### src/design/prescaler_select_pkg.sv
// Package: register map, field layout, reset values and divider table of the real-time counter
`default_nettype none
package prescaler_select_pkg;
  // Register indices; byte address is four times the index
  localparam logic [15:0] IDX_FLAG_ENABLE_CONTROL  = 16'h306a;
  localparam logic [15:0] IDX_CLOCK_PRESCALE_SEL   = 16'h306b;
  localparam logic [15:0] IDX_COMPARE_LIMIT_HIGH   = 16'h306c;
  localparam logic [15:0] IDX_COMPARE_LIMIT_LOW    = 16'h306d;
  localparam logic [15:0] IDX_COUNT_VALUE_HIGH     = 16'h306e;
  localparam logic [15:0] IDX_COUNT_VALUE_LOW      = 16'h306f;
  // Field positions in the first control register
  localparam int unsigned POS_MATCH_FLAG           = 7;
  localparam int unsigned POS_MATCH_IRQ_ENABLE     = 6;
  localparam int unsigned POS_TOGGLE_OUTPUT_ENABLE = 4;
  // Field positions in the second control register
  localparam int unsigned POS_CLOCK_SOURCE_LSB     = 6;
  localparam int unsigned POS_PRESCALER_LSB        = 0;
  // Clock source codes
  localparam logic [1:0]  SRC_EXTERNAL             = 2'h0;
  localparam logic [1:0]  SRC_LOW_POWER            = 2'h1;
  // Reset values and the prescaler off code
  localparam logic [1:0]  RST_CLOCK_SOURCE         = 2'h0;
  localparam logic [2:0]  RST_PRESCALER            = 3'h0;
  localparam logic [15:0] RST_COMPARE_LIMIT        = 16'h0000;
  localparam logic [15:0] RST_COUNT                = 16'h0000;
  localparam logic        RST_TOGGLE_LEVEL         = 1'b1;
  localparam logic [2:0]  PRESCALER_OFF            = 3'h0;

  // Division ratio minus one, by prescaler code and low clock-source bit
  function automatic logic [10:0] prescaler_select_div_last(input logic [2:0] ps, input logic hi);
    logic [10:0] r;
    r = 11'h000;
    unique case ({hi, ps})
      4'h1: r = 11'h000;
      4'h2: r = 11'h001;
      4'h3: r = 11'h003;
      4'h4: r = 11'h007;
      4'h5: r = 11'h00f;
      4'h6: r = 11'h01f;
      4'h7: r = 11'h03f;
      4'h9: r = 11'h07f;
      4'ha: r = 11'h0ff;
      4'hb: r = 11'h1ff;
      4'hc: r = 11'h3ff;
      4'hd: r = 11'h7ff;
      4'he: r = 11'h063;
      4'hf: r = 11'h3e7;
      default: r = 11'h000;
    endcase
    return r;
  endfunction
endpackage
`default_nettype wire

### src/design/prescaler_select_top.sv
// Real-time counter with clock select, prescaler, modulo compare and APB registers
//
// What this block does
// - Interrupt request only when enable bit set
// - Reserved control bits read zero, ignore writes
// - Toggle enable inverts output on each overflow
// - Source 00 external, 01 slow, else bus
// - Changed clock source clears prescaler and counter
// - Reset selects external clock source
// - Prescaler codes give binary or decimal ratios
// - Changed prescaler code clears prescaler and counter
// - Reset turns prescaler off
// - Count matching limit wraps and sets flag
// - Zero limit flags every prescaler output edge
// - Reset clears both limit bytes
// - Low count read locks value for high
// - Writes to count bytes are ignored
// - Count clears on reset and setting change
// - Writing one clears flag; flag and enable interrupt
// - Count advances per prescaler tick, wraps, continues
// - New limit takes effect at overflow or start
// - Toggle output starts high after reset
//
// Implementation choice: the APB register port.
`default_nettype none
module prescaler_select_top (
  // APB clock and reset
  input  wire logic        pclk,
  input  wire logic        presetn,
  // APB request
  input  wire logic        psel,
  input  wire logic        penable,
  input  wire logic        pwrite,
  input  wire logic [17:0] paddr,
  input  wire logic [31:0] pwdata,
  input  wire logic [3:0]  pstrb,
  // APB answer
  output logic      [31:0] prdata,
  output logic             pready,
  output logic             pslverr,
  // Clock sources from outside the bus domain
  input  wire logic        ext_osc_clk,
  input  wire logic        low_power_clk,
  // Interrupt request and toggle pin
  output logic             match_irq,
  output logic             toggle_out
);

  // All state of the block
  typedef struct packed {
    logic [2:0]  ext_sync;
    logic        ext_level;
    logic [2:0]  lpo_sync;
    logic        lpo_level;
    logic [1:0]  clock_source_select;
    logic [2:0]  prescaler_select;
    logic        match_irq_enable;
    logic        toggle_output_enable;
    logic        match_flag;
    logic        toggle_level;
    logic [7:0]  compare_limit_hi_byte;
    logic [7:0]  compare_limit_lo_byte;
    logic [15:0] limit_active;
    logic [10:0] div_count;
    logic [15:0] main_count;
    logic [15:0] locked_count;
    logic        locked;
    logic [31:0] rdata;
  } prescaler_select_state_t;

  prescaler_select_state_t cur_ff;
  prescaler_select_state_t nxt_ff;

  logic [15:0] word_idx;
  logic        mapped;
  logic        setup_rd;
  logic        acc;
  logic        wr_ok;
  logic        rd_ok;
  logic        ext_rise;
  logic        lpo_rise;
  logic        src_tick;
  logic        pre_tick;
  logic [1:0]  wr_src;
  logic [2:0]  wr_ps;
  logic        settings_change;
  logic [7:0]  rd_byte;

  // Address decode and access qualifiers
  assign word_idx = paddr[17:2];
  assign mapped   = (word_idx >= prescaler_select_pkg::IDX_FLAG_ENABLE_CONTROL) &&
                    (word_idx <= prescaler_select_pkg::IDX_COUNT_VALUE_LOW) && (paddr[1:0] == 2'h0);
  assign acc      = psel && penable;
  assign setup_rd = psel && !penable && !pwrite;
  assign wr_ok    = acc && pwrite && mapped && pstrb[0];
  assign rd_ok    = acc && !pwrite && mapped;

  // Handshake answers at once in the access phase
  assign pready   = 1'b1;
  assign pslverr  = acc && !mapped;
  assign prdata   = cur_ff.rdata;

  // Outputs
  assign match_irq  = cur_ff.match_flag && cur_ff.match_irq_enable;
  assign toggle_out = cur_ff.toggle_level;

  // Synchronised rising edges; a change counts when stages two and three agree
  assign ext_rise = cur_ff.ext_sync[1] && cur_ff.ext_sync[2] && !cur_ff.ext_level;
  assign lpo_rise = cur_ff.lpo_sync[1] && cur_ff.lpo_sync[2] && !cur_ff.lpo_level;

  // Prescaler input selection
  always_comb begin
    unique case (cur_ff.clock_source_select)
      prescaler_select_pkg::SRC_EXTERNAL:  src_tick = ext_rise;
      prescaler_select_pkg::SRC_LOW_POWER: src_tick = lpo_rise;
      default:                  src_tick = 1'b1;
    endcase
  end

  // Prescaler output tick
  assign pre_tick = src_tick && (cur_ff.prescaler_select != prescaler_select_pkg::PRESCALER_OFF) &&
                    (cur_ff.div_count == prescaler_select_pkg::prescaler_select_div_last(cur_ff.prescaler_select,
                                                      cur_ff.clock_source_select[0]));

  // Fields of a write to the second control register
  assign wr_src = pwdata[prescaler_select_pkg::POS_CLOCK_SOURCE_LSB +: 2];
  assign wr_ps  = pwdata[prescaler_select_pkg::POS_PRESCALER_LSB +: 3];
  assign settings_change = wr_ok && (word_idx == prescaler_select_pkg::IDX_CLOCK_PRESCALE_SEL) &&
                           ((wr_src != cur_ff.clock_source_select) ||
                            (wr_ps != cur_ff.prescaler_select));

  // Read data byte for the addressed register
  always_comb begin
    rd_byte = 8'h00;
    unique case (word_idx)
      prescaler_select_pkg::IDX_FLAG_ENABLE_CONTROL: begin
        rd_byte[prescaler_select_pkg::POS_MATCH_FLAG]           = cur_ff.match_flag;
        rd_byte[prescaler_select_pkg::POS_MATCH_IRQ_ENABLE]     = cur_ff.match_irq_enable;
        rd_byte[prescaler_select_pkg::POS_TOGGLE_OUTPUT_ENABLE] = cur_ff.toggle_output_enable;
      end
      prescaler_select_pkg::IDX_CLOCK_PRESCALE_SEL: begin
        rd_byte[prescaler_select_pkg::POS_CLOCK_SOURCE_LSB +: 2] = cur_ff.clock_source_select;
        rd_byte[prescaler_select_pkg::POS_PRESCALER_LSB +: 3]    = cur_ff.prescaler_select;
      end
      prescaler_select_pkg::IDX_COMPARE_LIMIT_HIGH: rd_byte = cur_ff.compare_limit_hi_byte;
      prescaler_select_pkg::IDX_COMPARE_LIMIT_LOW:  rd_byte = cur_ff.compare_limit_lo_byte;
      prescaler_select_pkg::IDX_COUNT_VALUE_HIGH:
        rd_byte = cur_ff.locked ? cur_ff.locked_count[15:8] : cur_ff.main_count[15:8];
      prescaler_select_pkg::IDX_COUNT_VALUE_LOW:    rd_byte = cur_ff.main_count[7:0];
      default:                           rd_byte = 8'h00;
    endcase
  end

  // Next-state logic
  always_comb begin
    nxt_ff = cur_ff;

    // Three-stage synchronisers and agreed levels
    nxt_ff.ext_sync = {cur_ff.ext_sync[1:0], ext_osc_clk};
    nxt_ff.lpo_sync = {cur_ff.lpo_sync[1:0], low_power_clk};
    if (cur_ff.ext_sync[1] == cur_ff.ext_sync[2]) begin
      nxt_ff.ext_level = cur_ff.ext_sync[2];
    end
    if (cur_ff.lpo_sync[1] == cur_ff.lpo_sync[2]) begin
      nxt_ff.lpo_level = cur_ff.lpo_sync[2];
    end

    // Read data captured in the setup cycle
    if (setup_rd) begin
      nxt_ff.rdata = {24'h000000, rd_byte};
    end

    // Prescaler divider
    if (src_tick && cur_ff.prescaler_select != prescaler_select_pkg::PRESCALER_OFF) begin
      nxt_ff.div_count = pre_tick ? 11'h000 : cur_ff.div_count + 11'h001;
    end

    // Main counter, compare and overflow effects
    if (pre_tick) begin
      if (cur_ff.main_count == cur_ff.limit_active) begin
        nxt_ff.main_count   = prescaler_select_pkg::RST_COUNT;
        nxt_ff.match_flag   = 1'b1;
        nxt_ff.limit_active = {cur_ff.compare_limit_hi_byte, cur_ff.compare_limit_lo_byte};
        if (cur_ff.toggle_output_enable) begin
          nxt_ff.toggle_level = !cur_ff.toggle_level;
        end
      end else begin
        nxt_ff.main_count = cur_ff.main_count + 16'h0001;
      end
    end

    // Register writes; count registers take no write
    if (wr_ok) begin
      unique case (word_idx)
        prescaler_select_pkg::IDX_FLAG_ENABLE_CONTROL: begin
          nxt_ff.match_irq_enable     = pwdata[prescaler_select_pkg::POS_MATCH_IRQ_ENABLE];
          nxt_ff.toggle_output_enable = pwdata[prescaler_select_pkg::POS_TOGGLE_OUTPUT_ENABLE];
          if (pwdata[prescaler_select_pkg::POS_MATCH_FLAG] && !(pre_tick &&
              cur_ff.main_count == cur_ff.limit_active)) begin
            nxt_ff.match_flag = 1'b0;
          end
        end
        prescaler_select_pkg::IDX_CLOCK_PRESCALE_SEL: begin
          nxt_ff.clock_source_select = wr_src;
          nxt_ff.prescaler_select    = wr_ps;
          if (wr_ps != prescaler_select_pkg::PRESCALER_OFF) begin
            nxt_ff.limit_active = {cur_ff.compare_limit_hi_byte, cur_ff.compare_limit_lo_byte};
          end
        end
        prescaler_select_pkg::IDX_COMPARE_LIMIT_HIGH: nxt_ff.compare_limit_hi_byte = pwdata[7:0];
        prescaler_select_pkg::IDX_COMPARE_LIMIT_LOW:  nxt_ff.compare_limit_lo_byte = pwdata[7:0];
        default: ;
      endcase
    end

    // Changed source or prescaler restarts prescaler and count
    if (settings_change) begin
      nxt_ff.div_count  = 11'h000;
      nxt_ff.main_count = prescaler_select_pkg::RST_COUNT;
    end

    // Low byte read locks the count in the same cycle its byte is captured, high byte read releases it
    if (setup_rd && word_idx == prescaler_select_pkg::IDX_COUNT_VALUE_LOW) begin
      nxt_ff.locked_count = cur_ff.main_count;
      nxt_ff.locked       = 1'b1;
    end else if (rd_ok && word_idx == prescaler_select_pkg::IDX_COUNT_VALUE_HIGH) begin
      nxt_ff.locked       = 1'b0;
    end
  end

  // State register
  always_ff @(posedge pclk or negedge presetn) begin
    if (!presetn) begin
      cur_ff                       <= '0;
      cur_ff.clock_source_select   <= prescaler_select_pkg::RST_CLOCK_SOURCE;
      cur_ff.prescaler_select      <= prescaler_select_pkg::RST_PRESCALER;
      cur_ff.compare_limit_hi_byte <= prescaler_select_pkg::RST_COMPARE_LIMIT[15:8];
      cur_ff.compare_limit_lo_byte <= prescaler_select_pkg::RST_COMPARE_LIMIT[7:0];
      cur_ff.limit_active          <= prescaler_select_pkg::RST_COMPARE_LIMIT;
      cur_ff.main_count            <= prescaler_select_pkg::RST_COUNT;
      cur_ff.toggle_level          <= prescaler_select_pkg::RST_TOGGLE_LEVEL;
    end else begin
      cur_ff <= nxt_ff;
    end
  end

endmodule // prescaler_select_top
`default_nettype wire

### config.mk
export PLATFORM = sky130hd
export DESIGN_NAME = prescaler_select_top
export DESIGN_NICKNAME = d
export VERILOG_FILES = /design/src/design/prescaler_select_pkg.sv /design/src/design/prescaler_select_top.sv
export SDC_FILE = /design/constraint.sdc
export NUM_CORES = 1
export LEC_CHECK = 0
export BUFFER_PORTS_ARGS = -buffer_cell sky130_fd_sc_hd__buf_2
export CAP_MARGIN = 20
export CELL_PAD_IN_SITES_DETAIL_PLACEMENT = 0
export CELL_PAD_IN_SITES_GLOBAL_PLACEMENT = 2
export CORE_AREA = 2 2 123 125
export DETAILED_ROUTE_END_ITERATION = 10
export DIE_AREA = 0 0 125 127
export PLACE_DENSITY_LB_ADDON = 0.1
export SYNTH_ARGS = -nofsm -noshare
export SYNTH_HDL_FRONTEND = slang
export SYNTH_SLANG_ARGS = --single-unit
### constraint.sdc
create_clock -name pclk -period 4.55 [get_ports pclk]
set_input_delay 0.2275 -clock pclk [delete_from_list [all_inputs] [get_ports pclk]]
set_output_delay 0.2275 -clock pclk [all_outputs]
set_load 0.05 [all_outputs]
# Word level (Yosys, flattened, before mapping)
# Memories as Yosys holds them, arrays and structs flattened.
# Index checks and enable logic that the tools add are counted.
[totals] ramBits=0 in_bits=61 out_inout_bits=36 rom_bits=176 latch_bits=0 mem_count=1 reg_bits=101
[classes] eq_ne=13 bitwise_logic=0 shifts=0 n_lt_le_gt_ge=2 mul=0 add_sub_neg=2 div_mod_pow=0 reduce_logical=44 mux=25
[memory_table] memory="(name not given)" words=16 word_bits=11 read_ports=1 rd_ports_with_merged_regs=0 write_ports=0 line_no="prescaler_select_pkg.sv:33" source="unique case ({hi, ps})"
[ops] op="$mux W16" count=7
[ops] op="$eq A16 B14 Y1 const B" count=6
[ops] op="$mux W27" count=1
[ops] op="$logic_and A1 B1 Y1" count=24
[ops] op="$mux W11" count=2
[ops] op="$add A16 B1 Y16 const B" count=1
[ops] op="$eq A16 B16 Y1" count=1
[ops] op="$ge A16 B14 Y1 const B" count=1
[ops] op="$le A16 B14 Y1 const B" count=1
[ops] op="$pmux W3 S5" count=1
[ops] op="$pmux W2 S6" count=1
[ops] op="$add A11 B1 Y11 const B" count=1
[ops] op="$eq A11 B11 Y1" count=1
[ops] op="$mux W8" count=1
[ops] op="$pmux W1 S4" count=2
[ops] op="$reduce_and A2 Y1" count=4
[ops] op="$logic_not A1 Y1" count=7
[ops] op="$mux W1" count=6
[ops] op="$reduce_bool A2 Y1" count=3
[ops] op="$reduce_bool A3 Y1" count=2
[ops] op="$pmux W1 S5" count=1
[ops] op="$logic_not A2 Y1" count=2
[ops] op="$mux W2" count=2
[ops] op="$ne A3 B3 Y1" count=1
[ops] op="6 further kinds" count=7

# Longest topological paths before layout
[logic_depth] ltp_word=11 mapped_depth=11 mapped_depth_nobuf=8

# Least setup slack after synthesis
# Ideal clock, no wire load.
[synth_timing] path_kind="flip-flop to flip-flop" start="register cur_ff[113] (netlist bit)" end="register cur_ff[81] (netlist bit)" arrival_time_ns=2.353 setup_slack_ns=2.072 path_stages_with_launch=12 required_ns=4.425 period_less_slack_ns=2.478 path_buffers=4 path_cell_list="dfrtp_1 buf_4 buf_4 nand2_1 o2bb2ai_1 a211oi_1 nor2_1 and4_1 buf_2 a21oi_4 buf_4 mux2_2"
[synth_lines] element="from (decl)" line_no="prescaler_select_top.sv:71" source="prescaler_select_state_t cur_ff;"
[synth_lines] element="from (signal assigned)" line_no="prescaler_select_top.sv:243" source="cur_ff <= nxt_ff;"

==> results.toml <==
[routing]
drc_errors = 0
drtIter0Drc = 315
dr.pass1.iters = 4
routedWlPerCell_um = 17.9
viasPerCell = 5.23
drt-total-wl_um = 13600
vias = 3961
ant_nets = 0

[timing]
worst_slew_pin_slew_ns = 0.914
rsz0062_at_grt = "false"
hold_viol = 0
setup_violations = 0
skew_ns = 0.00780
maxSlewViolCount = 0
post-route-min-period_ns = 3.30
finalHoldWorstSlack_ns = 0.123
tns_ns = 0
finalCritPeriodShare_pct = 72.5
max-slew-margin-rel_pct = 38.6
max_freq_ghz = 0.303

[worst_hold_path]
hp-start = "pwdata[3]"
holdPathStages = 2
hold_end = "cur_ff[95]"
worstHoldPathType = "in -> reg"

[clock_tree]
clk_pin_slew_ns = 0.06
cts_root_buffer = "clkbuf_16"
clk_latency_ns = 0.35
clock-sinks = 93
cts_resized = 0
cts_tree = "done"
cts_inserted_buffers = 9
postCtsSetupBuffers = 0
hold_buffers = 3
cts_buffer_depth = 2
htree_levels = 3

[synthesis]
synth_edf_count = 0
ys_ff_latch = 93
synth.avg_cell_area_sq_um = 9.97
yosysSeqAreaShare_pct = 43.0
syn_area_sq_mm = 0.00542
yosys_warnings = 0
ys_types = 68
synthTopCellsByArea = "dfrtp_1 (43%), mux2_2 (10%), buf_4 (5.3%)"
synthCells = 543
yosysTopAreaCell = "dfrtp_1"
synthFlopType = "dfrtp_1"
async_flop_share_pct = 100
synth_top_area_share_pct = 42.5

[floorplan]
num_rows = 44
die_width_um = 125
start_util_pct = 37.5
dieHeight_um = 127
dieArea_sq_mm = 0.0159
pin_count = 97
core_sq_mm = 0.0144

[setup_path]
r2r-end = "cur_ff[86]"
critPathMaxFanout = 25
crit_type = "reg -> reg"
worstPathRequired_ns = 4.78
worstPathArrival_ns = 3.53
reg2reg_slack_ns = 1.25
startpoint_type = "flip-flop"
r2r-start = "cur_ff[114]"
rr_worst_depth = 7
cp-end-kind = "flip-flop"

[power_and_ir_drop]
power_mw = 1.72
p_leak_nw = 2.65
powerDensity_mw_per_mm2 = 291
ir_drop_v = 0.000243

[placed_design]
io_buffer_count = 44
gp_congestion = 0.775
hpwl_um = 9640

[global_route]
grt_usage_pct = 17.8
gr-total-overflow = 0
grt_max_degree = 49
antenna_found_initial = 0
grt_pass1_wl_um = 22000
grt_pass1_vias = 3909

[cells_and_area]
final_common_cell = "dfrtp_1"
multiInputGateArea_sq_mm = 0.00275
fillerInstances = 1411
syn_to_final_growth_pct = 9.15
final-seq-area_sq_mm = 0.00233
num_antenna_cells = 0
drive_gt1_share_pct = 22.2
utilization_pct = 41.0
layout.nets = 633
final_cell_mix = "dfrtp_1 (92), nor2_1 (52), mux2_2 (50)"

[run_status]
status = "completed"

[job]
maxCapViolCount = 0
==> worst max-delay path: stages (launching register included) <==
cell      delay, ns
dfrtp_1        0.86
nand2_1        0.23
o21ai_0        0.21
a21boi_0       0.40
nor2_1         0.12
and4_1         0.34
a21oi_4        0.60
mux2_2         0.40
==> flip-flops by register name, summed over array words and instances, names as in the netlist <==
register    cells
toggle_out      1
cur_ff         84
prdata          8
==> synth_stat cells, types with 2 or more instances <==
cell / instances
a211oi_1: 4
a21boi_0: 2
a21oi_1: 25
a221o_1: 2
a221oi_1: 2
a22oi_1: 4
a2bb2oi_1: 2
a31oi_1: 7
and2_1: 13
and3_1: 6
buf_2: 7
buf_4: 38
buf_6: 2
clkbuf_1: 13
conb_1: 2
dfrtp_1: 92
ha_1: 4
inv_1: 9
maj3_1: 2
mux2_1: 3
mux2_2: 50
mux2i_1: 9
nand2_1: 35
nand2b_1: 6
nand3_1: 17
nand3b_1: 2
nand4_1: 13
nand4b_1: 3
nor2_1: 52
nor2b_1: 2
nor3_1: 6
nor4_1: 5
nor4_2: 2
nor4bb_1: 3
o211ai_1: 2
o21ai_0: 20
o2bb2ai_1: 2
o31ai_1: 2
or3_1: 11
or3b_2: 2
or4_1: 3
xnor2_1: 7
xor2_1: 25
==> how the worst max path moves through the flow <==
stage	start	endpoint	slack, ns
floorplan	cur_ff[113]	cur_ff[81]	2.07
detailed placement	cur_ff[115]	cur_ff[84]	1.22
global placement	cur_ff[115]	cur_ff[87]	1.29
CTS	cur_ff[115]	cur_ff[84]	1.22
finish	cur_ff[114]	cur_ff[86]	1.25
global route	cur_ff[114]	cur_ff[79]	0.97
==> area by class of cell <==
type	instances	share of cell area, %
Multi-Input combinational cell	404	46.5
Clock buffer	11	4.28
Inverter	9	0.572
Clock inverter	5	0.593
Timing Repair Buffer	51	4.78
Tap cell	184	3.90
Sequential cell	93	39.4
==> cell families after synthesis <==
group | Yosys count | synth area share [%]
simple gates | 190 | 18.7
flops | 93 | 43.0
compound gates | 88 | 10.7
buf+inv | 69 | 7.86
mux | 63 | 13.1
xor+xnor | 32 | 5.18
fa+ha+maj | 6 | 1.29
other cells | 2 | 0.139
==> stage by stage <==
stage,std cells,instance area [sq um],setup WS (ns)
after global placement,738,5590,1.29
after CTS,757,5910,1.22
final,757,5910,1.25
after detailed placement,738,5590,1.22
after floorplan,566,5500,2.07
after global routing,757,5910,0.968
==> layer usage <==
layer | part of all wire, % | global-route usage [%]
met4 | 1.4 | 5.29
met1 | 49 | 25.1
met3 | 3.9 | 3.48
met2 | 46 | 27.9
met5 | 0 | 0
==> power breakdown <==
group          internal [mW]  leakage, nW  switching, mW  total [mW]
clock network          0.400        0.141          0.328       0.728
registers              0.837         1.17        0.00482       0.842
logic                 0.0318         1.34          0.115       0.147
total                   1.27         2.65          0.448        1.72
Power figures use the tool's default switching activity.
